==> src/core/rar_defs.svh <==
`ifndef RAR_DEFS_SVH
`define RAR_DEFS_SVH

// Register byte addresses, full 000h..1FFh space
`define RAR_AW              9
`define RAR_A_MSR1          9'h005
`define RAR_A_FREQ_TOP      9'h007
`define RAR_A_OPSTATE       9'h009
`define RAR_A_FREQ_LOW      9'h00C
`define RAR_A_FREQ_MID      9'h00D
`define RAR_A_ISR1          9'h010
`define RAR_A_MSR4          9'h017
`define RAR_A_MCR1          9'h032
`define RAR_A_MCLK_LOW      9'h03C
`define RAR_A_MCLK_HIGH     9'h03D
`define RAR_A_HOLD_LOW      9'h03E
`define RAR_A_HOLD_MID      9'h03F
`define RAR_A_HOLD_TOP      9'h040
`define RAR_A_HLIM_LOW      9'h041
`define RAR_A_HLIM_HIGH     9'h042
`define RAR_A_DIVN_LOW      9'h046
`define RAR_A_DIVN_HIGH     9'h047
`define RAR_A_IER1          9'h05C
`define RAR_A_IER4          9'h05D
`define RAR_A_OFFS_LOW      9'h070
`define RAR_A_OFFS_HIGH     9'h071
`define RAR_A_PHASE_LOW     9'h077
`define RAR_A_PHASE_HIGH    9'h078

// Bit positions
`define RAR_B_SOFT_RST      7
`define RAR_B_MRAA          5
`define RAR_B_LOCK1         0
`define RAR_B_LOCK2         4
`define RAR_B_HOTOP_LSB     3

// Field widths
`define RAR_W_FREQ          19
`define RAR_W_16            16
`define RAR_W_HLIM          10

// Reset values
`define RAR_DEF_FIELD       24'h000000
`define RAR_DEF_HOTOP       5'h00
`define RAR_DEF_IER1        8'h00
`define RAR_DEF_IER4        1'b0
`define RAR_DEF_STRAP       3'h0

// Settling time before host initialisation, and clock rate
`define RAR_INIT_WAIT_US    100
`define RAR_CLK_MHZ         250

`endif

==> src/core/rar_pkg.sv <==
`include "rar_defs.svh"

package rar_pkg;

	typedef struct packed {
		logic                  wr;
		logic                  rd;
		logic [`RAR_AW-1:0]    addr;
		logic [7:0]            wdata;
	} rar_req_t;

	typedef struct packed {
		logic [23:0] val;
		logic [23:0] pend;
		logic [2:0]  got;
		logic [23:0] snap;
		logic [2:0]  seen;
		logic        frozen;
	} rar_mf_t;

	typedef struct packed {
		logic [7:0]  rdata;
		logic        rvalid;
		logic        soft_rst;
		logic        strap_done;
		logic [2:0]  strap_lat;
		logic [2:0]  strap_mode;
		logic [4:0]  ho_top;
		logic [7:0]  msr1;
		logic [7:0]  ev_prev;
		logic [1:0]  lock;
		logic [1:0]  lock_prev;
		logic        mraa;
		logic [7:0]  ier1;
		logic        ier4;
		logic        irq;
		logic [14:0] wait_cnt;
		logic        ready;
	} rar_st_t;

endpackage

==> src/core/rar_mfield.sv <==
`timescale 1ns/1ns
`default_nettype none
`include "rar_defs.svh"

module rar_mfield import rar_pkg::*; #(
	parameter int               NB = 2,
	parameter int               W  = 16,
	parameter int               RO = 0,
	parameter logic [`RAR_AW-1:0] A0 = 9'h000,
	parameter logic [`RAR_AW-1:0] A1 = 9'h000,
	parameter logic [`RAR_AW-1:0] A2 = 9'h000
) (
	input  wire logic        clk_in,
	input  wire logic        rst_n_in,
	input  wire logic        srst_in,
	input  wire rar_req_t    req_in,
	input  wire logic [23:0] live_in,
	output logic             hit_out,
	output logic [7:0]       rbyte_out,
	output logic             abort_out,
	output logic [23:0]      val_out
);
	localparam logic [2:0]  FULL  = 3'((1 << NB) - 1);
	localparam logic [23:0] WMASK = 24'((64'h1 << W) - 64'h1);

	rar_mf_t     s_r;
	rar_mf_t     s_nxt;
	logic [2:0]  sel;
	logic        acc;
	logic [23:0] src;
	logic        wr_seq_brk;
	logic        rd_seq_brk;

	assign sel[0]     = req_in.addr == A0;
	assign sel[1]     = req_in.addr == A1;
	assign sel[2]     = (NB > 2) && (req_in.addr == A2);
	assign hit_out    = |sel;
	assign acc        = req_in.wr | req_in.rd;
	// Frozen snapshot wins over the live value so a read sequence stays coherent
	assign src        = s_r.frozen ? s_r.snap : ((RO != 0) ? live_in : s_r.val);
	assign rbyte_out  = sel[2] ? src[23:16] : (sel[1] ? src[15:8] : src[7:0]);
	assign wr_seq_brk = acc && (s_r.got != 3'h0) && !(req_in.wr && hit_out);
	assign rd_seq_brk = acc && s_r.frozen && !(req_in.rd && hit_out);
	assign abort_out  = wr_seq_brk | rd_seq_brk;
	assign val_out    = s_r.val;

	always_comb begin
		s_nxt = s_r;
		if (wr_seq_brk) begin
			s_nxt.got = 3'h0;
		end
		if (rd_seq_brk) begin
			s_nxt.frozen = 1'b0;
			s_nxt.seen   = 3'h0;
		end
		// Read-only fields never store write data, though a write still breaks a frozen read
		if (req_in.wr && hit_out && (RO == 0)) begin
			if (sel[0]) s_nxt.pend[7:0]   = req_in.wdata;
			if (sel[1]) s_nxt.pend[15:8]  = req_in.wdata;
			if (sel[2]) s_nxt.pend[23:16] = req_in.wdata;
			s_nxt.got = s_nxt.got | sel;
			if (s_nxt.got == FULL) begin
				s_nxt.val = s_nxt.pend & WMASK;
				s_nxt.got = 3'h0;
			end
		end
		if (req_in.rd && hit_out) begin
			if (!s_r.frozen) begin
				s_nxt.snap   = (RO != 0) ? live_in : s_r.val;
				s_nxt.frozen = 1'b1;
				s_nxt.seen   = sel;
			end else begin
				s_nxt.seen = s_r.seen | sel;
			end
			if (s_nxt.seen == FULL) begin
				s_nxt.frozen = 1'b0;
				s_nxt.seen   = 3'h0;
			end
		end
		// Sequence tracking belongs to the host port and survives a soft reset
		if (srst_in) begin
			s_nxt.val = `RAR_DEF_FIELD;
		end
	end

	always_ff @(posedge clk_in or negedge rst_n_in) begin
		if (!rst_n_in) begin
			s_r <= '0;
		end else begin
			s_r <= s_nxt;
		end
	end
endmodule

`default_nettype wire

==> src/core/rar_regbank.sv <==
`timescale 1ns/1ns
`default_nettype none
`include "rar_defs.svh"

// How it works
// - Low hard reset asynchronously clears everything here; no test port logic lives here.
// - During hard reset all defaults load; strap field captures pins after release.
// - Soft reset bit resets all but host port state and itself.
// - Soft reset restores strap field from the value caught at hard reset.
// - Nine address bits decode the whole 000h..1FFh byte space.
// - Writes to read-only fields are ignored; other fields read and write.
// - Real-time status returns the monitored level present at the read.
// - Latched status sets on rising edge, clears on write one only.
// - A set latched bit with its enable set drives the interrupt request.
// - Lock event flags never interrupt and clear on written zero.
// - Every configuration field except the strap field returns to its default on any reset.
// - Multi-byte writes commit only after all bytes arrive uninterrupted.
// - An interrupted multi-byte write drops pending bytes and sets abort flag.
// - Reading one byte freezes the remaining bytes until all are read.
// - An unrelated access during a multi-byte read unfreezes and sets abort flag.
// - Measured frequency is a 19-bit read-only field at 0Ch, 0Dh, 07h.
// - Top holdover byte updates its upper five bits at once on write.
// - That same write also advances the holdover frequency sequence.
module rar_regbank import rar_pkg::*; #(
	parameter int INIT_WAIT_CYC = `RAR_INIT_WAIT_US * `RAR_CLK_MHZ
) (
	input  wire logic              MCLK_IN,
	input  wire logic              RESET_N_IN,
	input  wire logic [`RAR_AW-1:0] REG_ADDR_IN,
	input  wire logic [7:0]        REG_WDATA_IN,
	input  wire logic              REG_WR_IN,
	input  wire logic              REG_RD_IN,
	input  wire logic [2:0]        STRAP_MODE_IN,
	input  wire logic [18:0]       MEAS_FREQ_IN,
	input  wire logic [15:0]       PHASE_READOUT_IN,
	input  wire logic [7:0]        STATUS_LEVEL_IN,
	input  wire logic [7:0]        STATUS_EVENT_IN,
	input  wire logic [1:0]        LOCK_EVENT_IN,
	output logic [7:0]             REG_RDATA_OUT,
	output logic                   REG_RVALID_OUT,
	output logic                   INTERRUPT_REQUEST_OUT,
	output logic                   SOFT_RESET_OUT,
	output logic                   INIT_READY_OUT,
	output logic [2:0]             STRAP_MODE_OUT,
	output logic [15:0]            MASTER_CLOCK_TRIM_OUT,
	output logic [18:0]            HOLDOVER_FREQUENCY_OUT,
	output logic [4:0]             HOLDOVER_CONTROL_TOP_OUT,
	output logic [9:0]             HARD_LIMIT_OUT,
	output logic [15:0]            INPUT_DIVIDER_OUT,
	output logic [15:0]            PHASE_OFFSET_OUT
);
	localparam int NF = 7;
	localparam int FNB [NF] = '{3, 2, 3, 2, 2, 2, 2};
	localparam int FW  [NF] = '{`RAR_W_FREQ, `RAR_W_16, `RAR_W_FREQ, `RAR_W_HLIM,
		`RAR_W_16, `RAR_W_16, `RAR_W_16};
	localparam int FRO [NF] = '{1, 0, 0, 0, 0, 0, 1};
	localparam logic [`RAR_AW-1:0] FA0 [NF] = '{`RAR_A_FREQ_LOW, `RAR_A_MCLK_LOW,
		`RAR_A_HOLD_LOW, `RAR_A_HLIM_LOW, `RAR_A_DIVN_LOW, `RAR_A_OFFS_LOW,
		`RAR_A_PHASE_LOW};
	localparam logic [`RAR_AW-1:0] FA1 [NF] = '{`RAR_A_FREQ_MID, `RAR_A_MCLK_HIGH,
		`RAR_A_HOLD_MID, `RAR_A_HLIM_HIGH, `RAR_A_DIVN_HIGH, `RAR_A_OFFS_HIGH,
		`RAR_A_PHASE_HIGH};
	localparam logic [`RAR_AW-1:0] FA2 [NF] = '{`RAR_A_FREQ_TOP, `RAR_A_FREQ_TOP,
		`RAR_A_HOLD_TOP, `RAR_A_FREQ_TOP, `RAR_A_FREQ_TOP, `RAR_A_FREQ_TOP,
		`RAR_A_FREQ_TOP};
	localparam logic [14:0] WAIT_LAST = 15'(INIT_WAIT_CYC - 1);

	rar_st_t     s_r;
	rar_st_t     s_nxt;
	rar_req_t    req;
	logic [23:0] f_live  [NF];
	logic [23:0] f_val   [NF];
	logic [7:0]  f_byte  [NF];
	logic [NF-1:0] f_hit;
	logic [NF-1:0] f_abort;
	logic [7:0]  fld_byte;
	logic [7:0]  rd_mux;
	logic [7:0]  ev_rise;
	logic [1:0]  lock_rise;
	logic [7:0]  msr1_clr;
	logic [1:0]  lock_keep;
	logic        wr_hit;

	assign req.wr    = REG_WR_IN;
	assign req.rd    = REG_RD_IN;
	assign req.addr  = REG_ADDR_IN;
	assign req.wdata = REG_WDATA_IN;

	assign f_live[0] = {5'h00, MEAS_FREQ_IN};
	assign f_live[1] = 24'h000000;
	assign f_live[2] = 24'h000000;
	assign f_live[3] = 24'h000000;
	assign f_live[4] = 24'h000000;
	assign f_live[5] = 24'h000000;
	assign f_live[6] = {8'h00, PHASE_READOUT_IN};

	// The top holdover byte is shared: the field sees every write to it, but keeps
	// only its low three bits, while the upper five are handled here
	generate
		for (genvar i = 0; i < NF; i++) begin : g_fld
			rar_mfield #(
				.NB (FNB[i]),
				.W  (FW[i]),
				.RO (FRO[i]),
				.A0 (FA0[i]),
				.A1 (FA1[i]),
				.A2 (FA2[i])
			) u_fld (
				.clk_in    (MCLK_IN),
				.rst_n_in  (RESET_N_IN),
				.srst_in   (s_r.soft_rst),
				.req_in    (req),
				.live_in   (f_live[i]),
				.hit_out   (f_hit[i]),
				.rbyte_out (f_byte[i]),
				.abort_out (f_abort[i]),
				.val_out   (f_val[i])
			);
		end
	endgenerate

	always_comb begin
		fld_byte = 8'h00;
		for (int i = 0; i < NF; i++) begin
			if (f_hit[i]) begin
				fld_byte = f_byte[i];
			end
		end
	end

	// Unlisted and reserved locations read as zero
	always_comb begin
		if (REG_ADDR_IN == `RAR_A_HOLD_TOP) begin
			rd_mux = {s_r.ho_top, fld_byte[`RAR_B_HOTOP_LSB-1:0]};
		end else if (|f_hit) begin
			rd_mux = fld_byte;
		end else if (REG_ADDR_IN == `RAR_A_MSR1) begin
			rd_mux = s_r.msr1;
		end else if (REG_ADDR_IN == `RAR_A_OPSTATE) begin
			rd_mux = STATUS_LEVEL_IN;
		end else if (REG_ADDR_IN == `RAR_A_ISR1) begin
			rd_mux = 8'h00;
			rd_mux[`RAR_B_LOCK1] = s_r.lock[0];
			rd_mux[`RAR_B_LOCK2] = s_r.lock[1];
		end else if (REG_ADDR_IN == `RAR_A_MSR4) begin
			rd_mux = 8'h00;
			rd_mux[`RAR_B_MRAA] = s_r.mraa;
		end else if (REG_ADDR_IN == `RAR_A_MCR1) begin
			rd_mux = {5'h00, s_r.strap_mode};
			rd_mux[`RAR_B_SOFT_RST] = s_r.soft_rst;
		end else if (REG_ADDR_IN == `RAR_A_IER1) begin
			rd_mux = s_r.ier1;
		end else if (REG_ADDR_IN == `RAR_A_IER4) begin
			rd_mux = 8'h00;
			rd_mux[`RAR_B_MRAA] = s_r.ier4;
		end else begin
			rd_mux = 8'h00;
		end
	end

	// Edge memory clears low: an input already high at reset release counts as a rise
	assign ev_rise   = STATUS_EVENT_IN & ~s_r.ev_prev;
	assign lock_rise = LOCK_EVENT_IN & ~s_r.lock_prev;
	assign wr_hit    = REG_WR_IN && !s_r.soft_rst;
	assign msr1_clr  = (wr_hit && (REG_ADDR_IN == `RAR_A_MSR1)) ? REG_WDATA_IN : 8'h00;
	assign lock_keep = (wr_hit && (REG_ADDR_IN == `RAR_A_ISR1)) ?
		{REG_WDATA_IN[`RAR_B_LOCK2], REG_WDATA_IN[`RAR_B_LOCK1]} : 2'b11;

	always_comb begin
		s_nxt           = s_r;
		s_nxt.rvalid    = REG_RD_IN;
		s_nxt.ev_prev   = STATUS_EVENT_IN;
		s_nxt.lock_prev = LOCK_EVENT_IN;
		if (REG_RD_IN) begin
			s_nxt.rdata = rd_mux;
		end
		// A new edge in the same cycle as a clear keeps the flag set
		s_nxt.msr1 = (s_r.msr1 & ~msr1_clr) | ev_rise;
		s_nxt.lock = (s_r.lock & lock_keep) | lock_rise;
		if (wr_hit && (REG_ADDR_IN == `RAR_A_MSR4) && REG_WDATA_IN[`RAR_B_MRAA]) begin
			s_nxt.mraa = 1'b0;
		end
		if (|f_abort) begin
			s_nxt.mraa = 1'b1;
		end
		if (wr_hit && (REG_ADDR_IN == `RAR_A_IER1)) begin
			s_nxt.ier1 = REG_WDATA_IN;
		end
		if (wr_hit && (REG_ADDR_IN == `RAR_A_IER4)) begin
			s_nxt.ier4 = REG_WDATA_IN[`RAR_B_MRAA];
		end
		if (wr_hit && (REG_ADDR_IN == `RAR_A_HOLD_TOP)) begin
			s_nxt.ho_top = REG_WDATA_IN[7:`RAR_B_HOTOP_LSB];
		end
		if (REG_WR_IN && (REG_ADDR_IN == `RAR_A_MCR1)) begin
			s_nxt.soft_rst = REG_WDATA_IN[`RAR_B_SOFT_RST];
			if (!s_r.soft_rst) begin
				s_nxt.strap_mode = REG_WDATA_IN[2:0];
			end
		end
		// Lock flags are left out on purpose: they must never raise the request
		s_nxt.irq = (|(s_r.msr1 & s_r.ier1)) | (s_r.mraa & s_r.ier4);
		// Restarted by either reset source, so the host wait covers both
		if (!s_r.ready) begin
			if (s_r.wait_cnt == WAIT_LAST) begin
				s_nxt.ready = 1'b1;
			end else begin
				s_nxt.wait_cnt = s_r.wait_cnt + 15'h0001;
			end
		end
		// Pins are sampled once, on the first edge after hard reset is released
		if (!s_r.strap_done) begin
			s_nxt.strap_lat  = STRAP_MODE_IN;
			s_nxt.strap_mode = STRAP_MODE_IN;
			s_nxt.strap_done = 1'b1;
		end
		// Soft reset spares the host port state and its own bit
		if (s_r.soft_rst) begin
			s_nxt.strap_mode = s_r.strap_lat;
			s_nxt.ho_top     = `RAR_DEF_HOTOP;
			s_nxt.msr1       = 8'h00;
			s_nxt.lock       = 2'b00;
			s_nxt.mraa       = 1'b0;
			s_nxt.ier1       = `RAR_DEF_IER1;
			s_nxt.ier4       = `RAR_DEF_IER4;
			s_nxt.irq        = 1'b0;
			s_nxt.wait_cnt   = 15'h0000;
			s_nxt.ready      = 1'b0;
		end
	end

	always_ff @(posedge MCLK_IN or negedge RESET_N_IN) begin
		if (!RESET_N_IN) begin
			s_r <= '0;
		end else begin
			s_r <= s_nxt;
		end
	end

	assign REG_RDATA_OUT            = s_r.rdata;
	assign REG_RVALID_OUT           = s_r.rvalid;
	assign INTERRUPT_REQUEST_OUT    = s_r.irq;
	assign SOFT_RESET_OUT           = s_r.soft_rst;
	assign INIT_READY_OUT           = s_r.ready;
	assign STRAP_MODE_OUT           = s_r.strap_mode;
	assign MASTER_CLOCK_TRIM_OUT    = f_val[1][15:0];
	assign HOLDOVER_FREQUENCY_OUT   = f_val[2][18:0];
	assign HOLDOVER_CONTROL_TOP_OUT = s_r.ho_top;
	assign HARD_LIMIT_OUT           = f_val[3][9:0];
	assign INPUT_DIVIDER_OUT        = f_val[4][15:0];
	assign PHASE_OFFSET_OUT         = f_val[5][15:0];
endmodule

`default_nettype wire

==> config.mk <==
export PLATFORM = sky130hd
export DESIGN_NAME = rar_regbank
export DESIGN_NICKNAME = d
export VERILOG_FILES = /design/src/core/rar_pkg.sv /design/src/core/rar_mfield.sv /design/src/core/rar_regbank.sv
export VERILOG_INCLUDE_DIRS = /design/src /design/src/core
export SDC_FILE = /design/constraint.sdc
export NUM_CORES = 1
export LEC_CHECK = 0
export BUFFER_PORTS_ARGS = -buffer_cell sky130_fd_sc_hd__buf_4
export CORE_UTILIZATION = 60
export DETAILED_ROUTE_END_ITERATION = 6
export PLACE_DENSITY = 0.9
export REMOVE_ABC_BUFFERS = 1
export SKIP_LAST_GASP = 1
export SLEW_MARGIN = 5
export SYNTH_ARGS = -nofsm -noshare
export SYNTH_HDL_FRONTEND = slang
export SYNTH_SLANG_ARGS = --single-unit
==> constraint.sdc <==
create_clock -name MCLK_IN -period 4.65 [get_ports MCLK_IN]
set_input_delay 0.6975 -clock MCLK_IN [delete_from_list [all_inputs] [get_ports MCLK_IN]]
set_output_delay 0.6975 -clock MCLK_IN [all_outputs]
set_load 0.05 [all_outputs]
## Word level (Yosys, flattened, before mapping)

Cells that the tools add are included.

- Bits in registers: 432
- Input bits: 77
- Output and inout bits: 97
- Word-level logic and storage cells: 353

- Add/sub/neg operators: 1
- Equality and inequality tests: 39
- Muxes and demuxes: 126
- Bitwise logic cells: 30
- Reduce and logical (&&, ||, !) cells: 102

Operators by type and width:

| operator | count |
|---|---|
| 8-bit two-way mux | 37 |
| 24-bit two-way mux | 8 |
| 16-bit two-way mux | 11 |
| 51-bit two-way mux | 3 |
| 9-bit by 7-bit equality test with 1-bit output (second input constant) | 11 |
| 43-bit two-way mux | 2 |
| 4-bit two-way mux | 21 |
| 3-bit two-way mux | 27 |
| 9-bit by 6-bit equality test with 1-bit output (second input constant) | 5 |
| 1-bit logical AND | 45 |
| 2-bit nonzero test | 20 |
| 3-bit by 2-bit equality test with 1-bit output (second input constant) | 9 |
| 9-bit by 4-bit equality test with 1-bit output (second input constant) | 3 |
| 27-bit two-way mux | 1 |
| 3-bit by 2-bit OR with 3-bit output | 9 |
| 8-bit bitwise AND | 3 |
| 9-bit by 3-bit equality test with 1-bit output (second input constant) | 2 |
| 9-bit by 5-bit equality test with 1-bit output (second input constant) | 2 |
| 3-bit nonzero test | 6 |
| 8-bit NOT | 2 |
| 2-bit AND reduction | 8 |
| 16-bit OR reduction | 1 |
| 15-bit by 1-bit adder with 15-bit output (second input constant) | 1 |
| 15-bit equality test (second input constant) | 1 |
| 21 further kinds | 60 |

## Logic depth before layout (Yosys ltp)

- Depth after elaboration: 12
- Depth in mapped cells: 10
- Gate-level depth less buffers: 7

## By module

From an unflattened synthesis, not the netlist that was laid out.

- Cells, all modules: 1955
- Area, all modules: 22147.5 µm²

By module, submodules not included:

| module | instances | cells each | area an instance (µm²) | seq. area each (µm²) |
|---|---|---|---|---|
| rar_regbank | 1 | 442 | 4006.3 | 1726.7 |
| rar_mfield at g_fld[2].u_fld | 1 | 333 | 3776.1 | 1726.7 |
| rar_mfield at g_fld[4].u_fld | 1 | 247 | 2944.1 | 1376.3 |
| rar_mfield at g_fld[5].u_fld | 1 | 239 | 2906.5 | 1376.3 |
| rar_mfield at g_fld[1].u_fld | 1 | 239 | 2905.3 | 1376.3 |
| rar_mfield at g_fld[3].u_fld | 1 | 200 | 2389.8 | 1076.0 |
| rar_mfield at g_fld[0].u_fld | 1 | 159 | 1905.6 | 700.7 |
| rar_mfield at g_fld[6].u_fld | 1 | 96 | 1313.8 | 500.5 |

## Least setup slack after synthesis

OpenSTA, ideal clock, no wires.

- Kind: in2reg
- From: input REG_ADDR_IN[5]
- To: register s_r, in the netlist REG_RDATA_OUT[0]
- Arrival: 2.816 ns
- Setup slack: 1.711 ns
- Stages: 8
- Cell sequence: buf_2 -> or4_4 -> buf_6 -> a2111oi_4 -> a21oi_1 -> and3b_4 -> or4_1 -> o221a_1

- Word-level cells in the longest chain between the ends: 12

Ends and longest elaborated chain:

| what | line | text |
|---|---|---|
| start: declaration | rar_regbank.sv:29 | `` input wire logic [`RAR_AW-1:0] REG_ADDR_IN, `` |
| 9-bit by 4-bit equality test with 1-bit output | rar_mfield.sv:35 | `assign sel[1] = req_in.addr == A1;` |
| 8-bit two-way mux (2 in a row) | rar_mfield.sv:41 | `assign rbyte_out = sel[2] ? src[23:16] : (sel[1] ? src[15:8] : src[7:0]);` |
| 8-bit two-way mux (7 in a row) | rar_regbank.sv:125 | `if (f_hit[i]) begin` |
| 8-bit two-way mux | rar_regbank.sv:135 | `end else if (\|f_hit) begin` |
| 8-bit two-way mux * | rar_regbank.sv:133 | `` if (REG_ADDR_IN == `RAR_A_HOLD_TOP) begin `` |
| end signal: assignment | rar_regbank.sv:236 | `s_r <= s_nxt;` |
| end: declaration | rar_regbank.sv:68 | `rar_st_t s_r;` |

Every way passes the cells marked *; elsewhere a longest branch is shown, timed or not.
A chain may end at the register's enable or synchronous reset.

## Final worst setup path

- From: input REG_ADDR_IN[0]
- To: register g_fld[2].u_fld.s_r[4] (netlist bit)

- Word-level cells in the longest chain between the ends: 3

Ends and longest elaborated chain:

| what | line | text |
|---|---|---|
| 9-bit by 6-bit equality test with 1-bit output, or another cell as far along | rar_mfield.sv:34 | `assign sel[0] = req_in.addr == A0;` |
| 3-bit OR reduction * | rar_mfield.sv:37 | `assign hit_out = \|sel;` |
| 1-bit logical AND * | rar_mfield.sv:67 | `if (req_in.rd && hit_out) begin` |
| end signal: assignment | rar_mfield.sv:90 | `s_r <= s_nxt;` |
| end: declaration | rar_mfield.sv:26 | `rar_mf_t s_r;` |

Marks and branches as above.

==> impl_metrics.py <==
metrics = {
    "run_status": {
        "outcome": "complete, no violations",
    },
    "timing": {
        "fin_crit_ps": 3020,
        "worst_pin_slew_ps": 1090,
        "fmax_mhz": 331,
        "fin_crit_sh_pct": 65.0,
        "maxSlewHeadroom_pct": 27.5,
        "finalHoldViolations": 0,
        "rsz0062_at_grt": "false",
        "fin_tns_setup_ps": 0,
        "slew_viol_final": 0,
        "fin_skew_ps": 19.8,
        "setup_violations": 0,
    },
    "synth": {
        "synth_edf_count": 0,
        "synth_area_per_cell_um2": 10.5,
        "async_flop_share_pct": 100,
        "synthTopCellsByArea": "dfrtp_1, mux2_2, mux2i_1",
        "netlist.area_leader.share_pct": 49.2,
        "ys_warn_count": 0,
        "synth_flop_cell": "dfrtp_1",
        "synth.largest_area_cell": "dfrtp_1",
        "ys_types": 88,
        "ys_ff_latch": 394,
        "syn_area_um2": 20000,
        "ys_seq_area_share_pct": 49.2,
        "syn_inst": 1901,
    },
    "floorplan": {
        "num_rows": 66,
        "dieArea_um2": 34100,
        "die_w_um": 185,
        "start_util_pct": 61.2,
        "coreArea_um2": 32700,
        "die_y_um": 185,
        "num_io_pins": 174,
    },
    "clock_tree": {
        "clk-insertion-delay-late_ps": 550,
        "clockBufferDepth": 3,
        "clock-sinks": 394,
        "tritoncts": "built",
        "cts_resized": 0,
        "numCtsBuffers": 41,
        "htreeDepth": 2,
        "holdBufCountCts": 0,
        "clk_pin_slew_worst_paths_ps": 60,
        "cts_root_buf": "clkbuf_16",
        "post_cts_buffers": 0,
    },
    "global_routing": {
        "grt_pass1_vias": 15900,
        "grt_overflow": 0,
        "grt_pass1_wl_um": 90200,
        "gr-usage-all-layers_pct": 35.0,
        "antenna_found_initial": 3,
        "grt_max_degree": 124,
    },
    "setup_path": {
        "worst-path-max-fanout": 25,
        "crit_path_end_kind": "register",
        "required_ps": 5070,
        "cp-start-kind": "input pin",
        "worstSetupPathType": "input pin to register",
        "crit_arrival_ps": 3450,
    },
    "routing": {
        "vias_per_cell": 6.55,
        "vias": 15800,
        "drt-pass1-iter-count": 7,
        "postRouteAntennaNets": 0,
        "drt_drc_violations_left": 0,
        "routedWlPerCell_um": 24.2,
        "wirelength_um": 58300,
        "first_iter_violations": 1843,
    },
    "placed_design": {
        "placed_area_um2": 21000,
        "dpl.hpwl_um": 39100,
        "gp_congestion": 0.978,
        "io_buffers": 173,
    },
    "pwr": {
        "ir_drop_mv": 0.301,
        "power.density_nw_per_um2": 342,
        "leakage_uw": 0.0102,
    },
    "flow_run": {
        "cap_viol_max_count": 0,
    },
    "final_layout": {
        "fin_nets": 2016,
        "area_growth_pct": 12.3,
        "layout_common_cells": "dfrtp_1, nand2_1, buf_4, mux2_2, mux2i_1",
        "drive_gt1_share_pct": 24.9,
        "stdcell_area_um2": 22500,
        "layout_commonest_cell": "dfrtp_1",
    },
    "hold_path": {
        "hold_path_class": "input pin to asynchronous set/reset pin",
    },
}
-- stage by stage --
step	instances	hold WS [ps]	util [%]	setup WS (ps)	power, uW
after global routing	2411	259	68.8	1400	7900
after floorplan	1674	402	-	801	3930
after detailed placement	2337	465	64.3	1110	4240
final	2412	266	68.8	1630	7690
after global placement	2337	458	64.3	1200	4210
after CTS	2411	260	68.8	1670	7700
-- critical path, stage by stage --
cell     delay [ps]
buf_4           160
nor3_1          770
nand3_1         160
buf_4           250
a21oi_1         220
nand2_1         630
mux2_2          530
-- cell families (layout without fill, tap and decap cells) --
logic type | Yosys count | in the layout | share of synthesized area [%]
AND/OR/NAND/NOR | 570 | 570 | 14.0
flip-flops | 394 | 394 | 49.2
AO/OA/AOI/OAI | 375 | 375 | 12.5
multiplexers | 310 | 310 | 17.1
buffers and inverters | 235 | 303 | 6.43
XOR/XNOR | 15 | 15 | 0.656
adder cells (fa/ha/maj) | 1 | 1 | 0.0625
other | 1 | 2 | 0.0187
-- path summary, 6_finish.rpt --
check	cells past startpoint	endpoint	from	slack [ps]
max reg2reg	6	REG_RDATA_OUT[3]	g_fld[6].u_fld.s_r[0]	1790
max in group asynchronous	2	g_fld[3].u_fld.s_r[33]	RESET_N_IN	3280
min	1	g_fld[4].u_fld.s_r[31]	RESET_N_IN	270
max	7	g_fld[2].u_fld.s_r[4]	REG_ADDR_IN[0]	1630
min in group MCLK_IN	1	s_r[33]	STATUS_EVENT_IN[2]	270
min reg2reg	1	g_fld[5].u_fld.s_r[43]	g_fld[5].u_fld.s_r[43]	480
-- flip-flops by register name, summed over array words and instances (netlist names) --
| register | cells |
|---|---|
| SOFT_RESET_OUT | 1 |
| g_fld.u_fld.s_r | 248 |
| INTERRUPT_REQUEST_OUT | 1 |
| HOLDOVER_CONTROL_TOP_OUT | 5 |
| REG_RVALID_OUT | 1 |
| REG_RDATA_OUT | 8 |
| INIT_READY_OUT | 1 |
| s_r | 49 |
| g_fld.u_fld.val_out | 77 |
| STRAP_MODE_OUT | 3 |
-- where the power goes --
| group | internal, uW | switching [uW] | leakage [uW] |
|---|---|---|---|
| Combinational | 197 | 355 | 0.00415 |
| Sequential | 3540 | 110 | 0.00535 |
| Clock | 2100 | 1390 | 0.000716 |
| Total | 5840 | 1850 | 0.0102 |
-- cell type report --
cell class | count | area, um^2
diodes | 1 | 2.50
clock buffers | 58 | 1250
clock inverters | 16 | 193
fillers | 2352 | 10200
inverters | 8 | 30.0
multi-input cells | 1272 | 8890
flip-flops and latches | 394 | 9860
well taps | 442 | 553
repair buffers | 221 | 1700
-- synthesized netlist by cell type (all sizes together), types with 6 or more instances --
cell / n
dfrtp: 394
nand2: 219
mux2: 175
buf: 132
mux2i: 127
a21oi: 116
nor2: 104
clkbuf: 95
nand3: 61
o21ai: 61
a21o: 32
nor3: 28
a22oi: 22
nor2b: 21
a211oi: 20
and2: 20
nand2b: 20
or3: 20
a211o: 18
nand4: 14
nor4: 12
o22a: 12
o22ai: 11
and3: 10
o31ai: 10
a31oi: 8
inv: 8
mux4: 8
xor2: 8
nor3b: 7
xnor2: 7
a221oi: 6
a22o: 6
a311oi: 6
-- routing by layer --
layer	global-route usage (%)	up-vias	routed length, um
li1	-	6800	-
met1	45.3	7887	22400
met2	55.8	920	27300
met3	7.19	188	5520
met4	18.0	0	3080
met5	0	-	0
Note: power is estimated with default switching activity, not from simulation.
